**src/spm_pkg.sv**
```systemverilog
// Constants, types and helpers shared by the serial peripheral port
// Summary of operation
// The port stays inactive while its power-reduction input is set.
// Master: a data write starts the clock generator and shifts the byte out.
// Master: after eight bits the clock stops and the done flag sets.
// Done flag with interrupt enable raises the interrupt request.
// Master never drives slave select itself; software handles it.
// Master sends more bytes by writing again, or ends by raising select.
// Each completed byte is held in a receive buffer returned by data reads.
// Data goes out on MOSI, in on MISO; only the master drives SCK.
// Slave with select high stays idle, MISO released, SCK ignored.
// Slave with select high accepts data writes; shifting waits for select low.
// Slave sets the done flag per byte; next byte may load before reading.
// Transmit is single buffered; no new byte until the shift completes.
// Receive is double buffered; an unread byte is overwritten by the next.
// External SCK low and high phases must exceed two system clocks.
// Enabled master forces MISO input; enabled slave forces MOSI, SCK, select input.
// Slave: select is input; while low MISO drives if configured as output.
// Slave: select rising resets shift logic and bit counter at once.
// Master with select as output: pin is plain output, no effect.
// Master with select as input: low level clears master bit, becomes slave.
// That fallback also sets the done flag and may request an interrupt.
// After fallback the port stays slave until software sets master again.
// Master SCK is clock over 4, 16, 64 or 128, halved by double speed.
// Bit order select one sends least significant bit first, else most.
// Polarity sets idle SCK level; phase picks leading or trailing sample edge.
// Data write during a transfer sets collision; status read then data access clears.
// After reset the port is disabled, slave, flags clear, no overrides.
package spm_pkg;

    localparam int DATA_W = 8;
    localparam logic [3:0] LAST_EDGE = 4'hf;
    localparam logic [7:0] SCK_DIV_0 = 8'h04;
    localparam logic [7:0] SCK_DIV_1 = 8'h10;
    localparam logic [7:0] SCK_DIV_2 = 8'h40;
    localparam logic [7:0] SCK_DIV_3 = 8'h80;

    typedef struct packed {
        logic irq_en;
        logic enable;
        logic lsb_first;
        logic master;
        logic clock_polarity;
        logic clock_phase;
        logic [1:0] rate;
        logic dbl;
    } spm_ctrl_t;

    typedef struct packed {
        logic mosi;
        logic miso;
        logic sck;
        logic ss;
    } spm_pins_t;

    typedef enum logic [1:0] {
        ST_IDLE = 2'b01,
        ST_SHIFT = 2'b10
    } spm_state_t;

    localparam spm_ctrl_t CTRL_RST = 9'h000;
    localparam logic [7:0] DATA_RST = 8'h00;

    // System clocks per SCK half period
    function automatic logic [6:0] spm_half_period(input logic [1:0] rate, input logic dbl);
        logic [7:0] d;
        d = SCK_DIV_0;
        case (rate)
            2'h0: d = SCK_DIV_0;
            2'h1: d = SCK_DIV_1;
            2'h2: d = SCK_DIV_2;
            default: d = SCK_DIV_3;
        endcase
        d = dbl ? (d >> 2) : (d >> 1);
        return d[6:0];
    endfunction

    // One bit of shift in either order
    function automatic logic [7:0] spm_shift(input logic [7:0] v, input logic lsb, input logic b);
        return lsb ? {b, v[7:1]} : {v[6:0], b};
    endfunction

endpackage

```
**src/spm_port.sv**
```systemverilog
// Serial peripheral port, master and slave roles
`timescale 1ns/100ps
`default_nettype none
module spm_port (
    // Clock and reset
    input wire logic SYS_CLK,
    input wire logic RSTN,
    // Processor side
    input wire logic PWR_REDUCE,
    input wire logic GLOBAL_IRQ_EN,
    input wire logic CTRL_WR,
    input wire spm_pkg::spm_ctrl_t CTRL_WDATA,
    output spm_pkg::spm_ctrl_t CTRL_RDATA,
    input wire logic DATA_WR,
    input wire logic [7:0] DATA_WDATA,
    input wire logic DATA_RD,
    output logic [7:0] DATA_RDATA,
    input wire logic STATUS_RD,
    output logic DONE_FLAG,
    output logic COLLISION_FLAG,
    input wire logic IRQ_ACK,
    output logic IRQ,
    // Pin direction and general output values
    input wire spm_pkg::spm_pins_t PIN_DIR,
    input wire spm_pkg::spm_pins_t PIN_PORT,
    // Serial pins
    input wire logic SCK_I,
    output logic SCK_O,
    output logic SCK_OE,
    input wire logic MOSI_I,
    output logic MOSI_O,
    output logic MOSI_OE,
    input wire logic MISO_I,
    output logic MISO_O,
    output logic MISO_OE,
    input wire logic SS_I,
    output logic SS_O,
    output logic SS_OE
);
    import spm_pkg::*;

    spm_ctrl_t ctrl_q;
    spm_state_t state_q;
    logic [3:0] pin_s;
    logic sck_s, mosi_s, miso_s, ss_s;
    logic sck_prev_q;
    logic [7:0] sr_q, rx_sr_q, rx_buf_q, rx_next;
    logic [3:0] edge_q;
    logic sck_q;
    logic transfer_done_flag_q, write_collision_flag_q, armed_q;
    logic active, is_master, is_slave, fallback, s_sel;
    logic tick, m_edge, s_edge, ev, sample, setup, done, busy;
    logic in_bit, tx_bit, flag_clr;

    // Pin inputs pass two flops first
    spm_sync #(.W(4)) u_sync (
        .clk(SYS_CLK),
        .rstn(RSTN),
        .din({SCK_I, MOSI_I, MISO_I, SS_I}),
        .dout(pin_s)
    );

    assign sck_s = pin_s[3];
    assign mosi_s = pin_s[2];
    assign miso_s = pin_s[1];
    assign ss_s = pin_s[0];

    // Role decode
    assign active = ctrl_q.enable && !PWR_REDUCE;
    assign is_master = active && ctrl_q.master;
    assign is_slave = active && !ctrl_q.master;
    assign fallback = is_master && !PIN_DIR.ss && !ss_s;
    assign s_sel = is_slave && !ss_s;

    // Master clock generator
    spm_rate_div u_div (
        .clk(SYS_CLK),
        .rstn(RSTN),
        .run(state_q == ST_SHIFT),
        .half(spm_half_period(ctrl_q.rate, ctrl_q.dbl)),
        .tick(tick)
    );

    // Edge events, shared by both roles
    assign m_edge = (state_q == ST_SHIFT) && tick;
    assign s_edge = s_sel && (sck_s != sck_prev_q);
    assign ev = m_edge || s_edge;
    assign sample = ev && (!edge_q[0] ^ ctrl_q.clock_phase);
    assign setup = ev && !(!edge_q[0] ^ ctrl_q.clock_phase);
    assign done = ev && (edge_q == LAST_EDGE);
    assign busy = (state_q == ST_SHIFT) || (edge_q != 4'h0);
    assign in_bit = is_master ? miso_s : mosi_s;
    assign tx_bit = ctrl_q.lsb_first ? sr_q[0] : sr_q[7];
    assign rx_next = sample ? spm_shift(rx_sr_q, ctrl_q.lsb_first, in_bit) : rx_sr_q;
    assign flag_clr = armed_q && (DATA_WR || DATA_RD);

    // Control register, master bit dropped by fallback
    always_ff @(posedge SYS_CLK or negedge RSTN) begin
        if (!RSTN) begin
            ctrl_q <= CTRL_RST;
        end else begin
            if (CTRL_WR) begin
                ctrl_q <= CTRL_WDATA;
            end
            if (fallback) begin
                ctrl_q.master <= 1'b0;
            end
        end
    end

    // Master sequencer
    always_ff @(posedge SYS_CLK or negedge RSTN) begin
        if (!RSTN) begin
            state_q <= ST_IDLE;
        end else begin
            case (state_q)
                ST_IDLE: begin
                    if (DATA_WR && is_master && !fallback) begin
                        state_q <= ST_SHIFT;
                    end
                end
                ST_SHIFT: begin
                    if (!is_master || done || fallback) begin
                        state_q <= ST_IDLE;
                    end
                end
                default: state_q <= ST_IDLE;
            endcase
        end
    end

    // Edge counter
    always_ff @(posedge SYS_CLK or negedge RSTN) begin
        if (!RSTN) begin
            edge_q <= 4'h0;
        end else if (!active || (is_slave && ss_s) || fallback || done) begin
            edge_q <= 4'h0;
        end else if (ev) begin
            edge_q <= edge_q + 4'h1;
        end
    end

    // SCK level follows idle polarity
    always_ff @(posedge SYS_CLK or negedge RSTN) begin
        if (!RSTN) begin
            sck_q <= 1'b0;
        end else if (state_q != ST_SHIFT) begin
            sck_q <= ctrl_q.clock_polarity;
        end else if (m_edge) begin
            sck_q <= !sck_q;
        end
    end

    // Slave SCK edge history
    always_ff @(posedge SYS_CLK or negedge RSTN) begin
        if (!RSTN) begin
            sck_prev_q <= 1'b0;
        end else begin
            sck_prev_q <= sck_s;
        end
    end

    // Transmit shift register, single buffered
    always_ff @(posedge SYS_CLK or negedge RSTN) begin
        if (!RSTN) begin
            sr_q <= DATA_RST;
        end else if (DATA_WR && !busy) begin
            sr_q <= DATA_WDATA;
        end else if (setup && edge_q != 4'h0) begin
            sr_q <= spm_shift(sr_q, ctrl_q.lsb_first, 1'b0);
        end
    end

    // Receive shift register and buffer
    always_ff @(posedge SYS_CLK or negedge RSTN) begin
        if (!RSTN) begin
            rx_sr_q <= DATA_RST;
        end else if (is_slave && ss_s) begin
            rx_sr_q <= DATA_RST;
        end else begin
            rx_sr_q <= rx_next;
        end
    end

    always_ff @(posedge SYS_CLK or negedge RSTN) begin
        if (!RSTN) begin
            rx_buf_q <= DATA_RST;
        end else if (done) begin
            rx_buf_q <= rx_next;
        end
    end

    // Status flags, a set beats a clear
    always_ff @(posedge SYS_CLK or negedge RSTN) begin
        if (!RSTN) begin
            transfer_done_flag_q <= 1'b0;
        end else if (done || fallback) begin
            transfer_done_flag_q <= 1'b1;
        end else if (flag_clr || IRQ_ACK) begin
            transfer_done_flag_q <= 1'b0;
        end
    end

    always_ff @(posedge SYS_CLK or negedge RSTN) begin
        if (!RSTN) begin
            write_collision_flag_q <= 1'b0;
        end else if (DATA_WR && busy) begin
            write_collision_flag_q <= 1'b1;
        end else if (flag_clr) begin
            write_collision_flag_q <= 1'b0;
        end
    end

    always_ff @(posedge SYS_CLK or negedge RSTN) begin
        if (!RSTN) begin
            armed_q <= 1'b0;
        end else if (STATUS_RD && (transfer_done_flag_q || write_collision_flag_q)) begin
            armed_q <= 1'b1;
        end else if (flag_clr) begin
            armed_q <= 1'b0;
        end
    end

    // Processor outputs
    assign CTRL_RDATA = ctrl_q;
    assign DATA_RDATA = rx_buf_q;
    assign DONE_FLAG = transfer_done_flag_q;
    assign COLLISION_FLAG = write_collision_flag_q;
    assign IRQ = transfer_done_flag_q && ctrl_q.irq_en && GLOBAL_IRQ_EN;

    // Pin direction overrides
    always_comb begin
        SCK_O = PIN_PORT.sck;
        MOSI_O = PIN_PORT.mosi;
        MISO_O = PIN_PORT.miso;
        SS_O = PIN_PORT.ss;
        SCK_OE = PIN_DIR.sck;
        MOSI_OE = PIN_DIR.mosi;
        MISO_OE = PIN_DIR.miso;
        SS_OE = PIN_DIR.ss;
        if (is_master) begin
            SCK_O = sck_q;
            MOSI_O = tx_bit;
            MISO_OE = 1'b0;
        end else if (is_slave) begin
            MISO_O = tx_bit;
            MISO_OE = PIN_DIR.miso && !ss_s;
            SCK_OE = 1'b0;
            MOSI_OE = 1'b0;
            SS_OE = 1'b0;
        end
    end

    // Cycles since the last master SCK edge
    logic [6:0] gap_q;

    always_ff @(posedge SYS_CLK or negedge RSTN) begin
        if (!RSTN) begin
            gap_q <= 7'h01;
        end else if (state_q != ST_SHIFT || m_edge) begin
            gap_q <= 7'h01;
        end else begin
            gap_q <= gap_q + 7'h01;
        end
    end
endmodule
`default_nettype wire

```
**src/spm_sync.sv**
```systemverilog
// Two-flop synchroniser for the port pins
`timescale 1ns/100ps
`default_nettype none
module spm_sync #(
    parameter int W = 4
) (
    input wire logic clk,
    input wire logic rstn,
    input wire logic [W-1:0] din,
    output logic [W-1:0] dout
);
    logic [W-1:0] meta_q;

    always_ff @(posedge clk or negedge rstn) begin
        if (!rstn) begin
            meta_q <= '0;
            dout <= '0;
        end else begin
            meta_q <= din;
            dout <= meta_q;
        end
    end
endmodule
`default_nettype wire

```
**src/spm_rate_div.sv**
```systemverilog
// SCK half-period enable generator
`timescale 1ns/100ps
`default_nettype none
module spm_rate_div (
    input wire logic clk,
    input wire logic rstn,
    input wire logic run,
    input wire logic [6:0] half,
    output logic tick
);
    logic [6:0] cnt_q;

    assign tick = run && (cnt_q == half - 7'h01);

    always_ff @(posedge clk or negedge rstn) begin
        if (!rstn) begin
            cnt_q <= 7'h00;
        end else if (!run || tick) begin
            cnt_q <= 7'h00;
        end else begin
            cnt_q <= cnt_q + 7'h01;
        end
    end
endmodule
`default_nettype wire

```
**config.mk**
```make
export PLATFORM = sky130hd
export DESIGN_NAME = spm_port
export DESIGN_NICKNAME = d
export VERILOG_FILES = /design/src/spm_pkg.sv /design/src/spm_port.sv /design/src/spm_sync.sv /design/src/spm_rate_div.sv
export SDC_FILE = /design/constraint.sdc
export NUM_CORES = 1
export LEC_CHECK = 0
export ABC_CLOCK_PERIOD_IN_PS = 2200
export CORE_MARGIN = 2
export CORE_UTILIZATION = 57
export DETAILED_ROUTE_END_ITERATION = 10
export DONT_BUFFER_PORTS = 1
export PLACE_DENSITY = 0.75
export SYNTH_ARGS = -nofsm -noshare
export SYNTH_HDL_FRONTEND = slang
export SYNTH_SLANG_ARGS = --single-unit
```
**constraint.sdc**
```tcl
create_clock -name SYS_CLK -period 2.2 [get_ports SYS_CLK]
set_input_delay 0.22 -clock SYS_CLK [delete_from_list [all_inputs] [get_ports SYS_CLK]]
set_output_delay 0.22 -clock SYS_CLK [all_outputs]
set_load 0.01 [all_outputs]
```
==> flow_summary.yaml <==
run_status:
  status: "finished clean"
drt:
  vias: 2259
  top_layer: "met4"
  wl_per_cell_um: 16.34
  wl_um: 6518
  drc: 0
  drt-initial-drc-count: 165
  dr_wl_met3_um: 439
  met1Wirelength_um: 2928
  ant_nets: 0
  vias_per_cell: 5.662
  wl_met2_um: 3032
  dr.pass1.iters: 4
setup_path:
  worstPathRequired_ns: 2.42
  worstPathMaxFanout: 8
  crit_path_max_incr_delay_ns: 0.47
  r2r_end: "DATA_RDATA[0]"
  cp_slowest_cell: "dfrtp_2"
  path_cells: "dlymetal6s2s_1, a21boi_0, a2111o_1, o41ai_4, buf_12, mux2_4"
  critical_path_arrival_ns: 2.36
  critPathLaunchType: "flip-flop"
  reg2reg_slack_ns: 0.05
  r2r_start: "CTRL_RDATA[1]"
  worstSetupEndpointType: "flip-flop"
  worstRegToRegCells: 6
  path_class: "flip-flop to flip-flop"
floorplanning:
  num_rows: 26
  die_w_um: 77.28
  dieHeight_um: 77.28
  core_um2: 5140
  die-area_um2: 5971
  pin_count: 66
  start_util_pct: 59.54
timing:
  min_period_over_period_pct: 97.71
  slew_headroom_pct: 71.78
  setup_violations: 0
  rsz0062_at_grt: "yes"
  fin_skew_ns: 0.01047
  min_period_ns: 2.150
  fmax_mhz: 465.2
  tightest_slew_ns: 0.4224
  slew_viol_final: 0
  finalHoldViolations: 0
worst_hold_path:
  hold_path_class: "input port to flip-flop"
  hold_depth: 1
  min_from: "DATA_WR"
  holdPathEnd: "COLLISION_FLAG"
synthesis:
  yosysUniqueCellTypes: 44
  syn-cell-area_um2: 3060
  synth_area_leader_cell: "dfrtp_1"
  synthCells: 290
  synth-seq-cells: 59
  synth-xor-area-share_pct: 2.289
  syn_area_per_cell_um2: 10.55
  ys_warn_count: 0
  synth_top_area_share_pct: 47.42
  synth_common_cells: "dfrtp_1, nand2_1, mux2i_1"
  synth-async-reset-ratio_pct: 100.0
  synthMuxAreaShare_pct: 20.28
  synthSimpleGateAreaFrac_pct: 14.64
  synth_top_family_by_area: "multiplexers"
  synth_top_flop_cell: "dfrtp_1"
  synth_compound_area_share_pct: 9.935
  synth_most_common_cell: "dfrtp_1"
  synth_edf_count: 0
  syn-num-nets: 331
  synth_adder_area_share_pct: 1.226
  yosys-top-cells-area: "dfrtp_1, mux2i_1, mux2_2, nand2_1, nor2_1"
  yosysSeqAreaShare_pct: 48.28
clock_tree:
  clk_pin_slew_ns: 0.07
  cts_tree: "done"
  cts_buffer_depth: 2
  htreeDepth: 3
  cts_root_buf: "clkbuf_8"
  numCtsBuffers: 9
  clock_latency_ns: 0.33
  cts.sinks: 59
layout:
  syn_to_final_growth_pct: 18.32
  fin_area_um2: 3621
  drive_above_1_share_pct: 24.62
  layout.cells.non_filler: 399
  antenna_cells: 0
  fin_nets: 367
  utilization_pct: 70.45
  fillers: 419
place:
  dp_cells: 372
  postPlaceCellArea_um2: 3286
  gp_congestion: 0.8540
  io_buffers: 0
  place_hpwl_um: 4483
power:
  p_per_area_nw_per_um2: 691.3
  ir_worst_vdd_uv: 502.3
  leakage_nw: 1.703
grt:
  grt_use_total_pct: 22.77
  grt_pass1_wl_um: 10410
  first_global_vias: 2104
  grt_overflow: 0
  antenna_found_initial: 0
  grt_max_degree: 60
flow_run:
  max-cap-violations: 0
## area by class of cell
type,count,area (µm²),share of cell area (%)
clock inverter,3,40.04,1.106
timing repair buffer,34,305.3,8.431
clock buffer,11,141.4,3.905
inverter,15,56.30,1.555
sequential,59,1481,40.91
tap,70,87.58,2.419
multi-input combinational,207,1509,41.67
## critical path: cells and delay by family (launching register included)
family	cells	cell delay, ns
muxes	1	0.29
DFF	1	0.47
AOI/OAI and AO/OA	3	0.90
buffers and inverters	2	0.36
## cells in the final DEF, fill, tap and decap left out, drive strengths merged, types with 2 or more instances in the layout
cell type / count
nand3b: 3
and3: 5
mux2: 26
a21boi: 2
clkinv: 2
nor2: 24
nand2b: 4
ha: 3
o31a: 2
nand2: 36
dfrtp: 58
dlygate4sd3: 5
o211ai: 2
a21oi: 11
xnor2: 4
nor3b: 4
nand3: 11
nor2b: 6
clkbuf: 11
mux2i: 32
buf: 28
xor2: 4
inv: 15
a211oi: 2
a31oi: 2
o21ai: 11
## layer usage
layer | up-vias | track usage [%]
li1 | 1082 | -
met1 | 1080 | 30.75
met2 | 81 | 34.17
met3 | 16 | 5.647
met4 | 0 | 11.43
met5 | - | 0
## worst max path at each step
| stage | from | to | depth (start not counted) |
|---|---|---|---|
| global placement | CTRL_RDATA[1] | sr_q[6] | 5 |
| global route | CTRL_RDATA[0] | DATA_RDATA[0] | 6 |
| detailed placement | CTRL_RDATA[1] | rx_sr_q[7] | 6 |
| finish | CTRL_RDATA[1] | DATA_RDATA[0] | 6 |
| CTS | CTRL_RDATA[0] | rx_sr_q[7] | 6 |
| floorplan | CTRL_RDATA[0] | DATA_RDATA[0] | 6 |
## kinds of logic (layout without fill, tap and decap cells)
family	after synthesis	count (layout)
adder cells (fa/ha/maj)	3	3
AO/OA/AOI/OAI	42	42
XOR/XNOR	8	8
AND/OR/NAND/NOR	96	96
flip-flops	59	59
buffers and inverters	24	63
multiplexers	58	58
## repair_timing
| action | 4_1_cts | 5_1_grt |
|---|---|---|
| gates resized for setup | 0 | 3 |
| hold endpoints to repair | 63 | 0 |
| setup buffers | 0 | 7 |
| hold buffers | 6 | 0 |
| endpoints found under the setup margin | 0 | 18 |
## registers in the layout, summed over array words and instances, names as in the netlist
signal,count
sck_q,1
DONE_FLAG,1
armed_q,1
state_q,2
DATA_RDATA,8
rx_sr_q,8
sr_q,8
CTRL_RDATA,9
sck_prev_q,1
COLLISION_FLAG,1
u_sync.meta_q,4
edge_q,4
u_sync.dout,4
u_div.cnt_q,7
## per-stage QoR
| stage | setup TNS, ns | total power [mW] | hold WS [ns] | worst slack, ns |
|---|---|---|---|---|
| 6_report | 0 | 2.503 | 0.02390 | 0.05028 |
| 3_3_place_gp | 0 | 1.531 | -0.07326 | 0.1198 |
| 2_1_floorplan | -0.04815 | 1.464 | -0.07559 | -0.02408 |
| 3_5_place_dp | 0 | 1.543 | -0.07370 | 0.06188 |
| 5_1_grt | -0.005387 | 2.618 | 0.007740 | -0.005387 |
| 4_1_cts | 0 | 2.517 | 0.01223 | 0.04704 |
## report_power, final
group | internal (mW) | switching, mW | leakage (nW)
clock | 0.538 | 0.400 | 0.0950
combinational | 0.168 | 0.170 | 0.887
sequential | 1.16 | 0.0696 | 0.722
total | 1.86 | 0.640 | 1.70
Note: power is estimated with default switching activity, not from simulation.
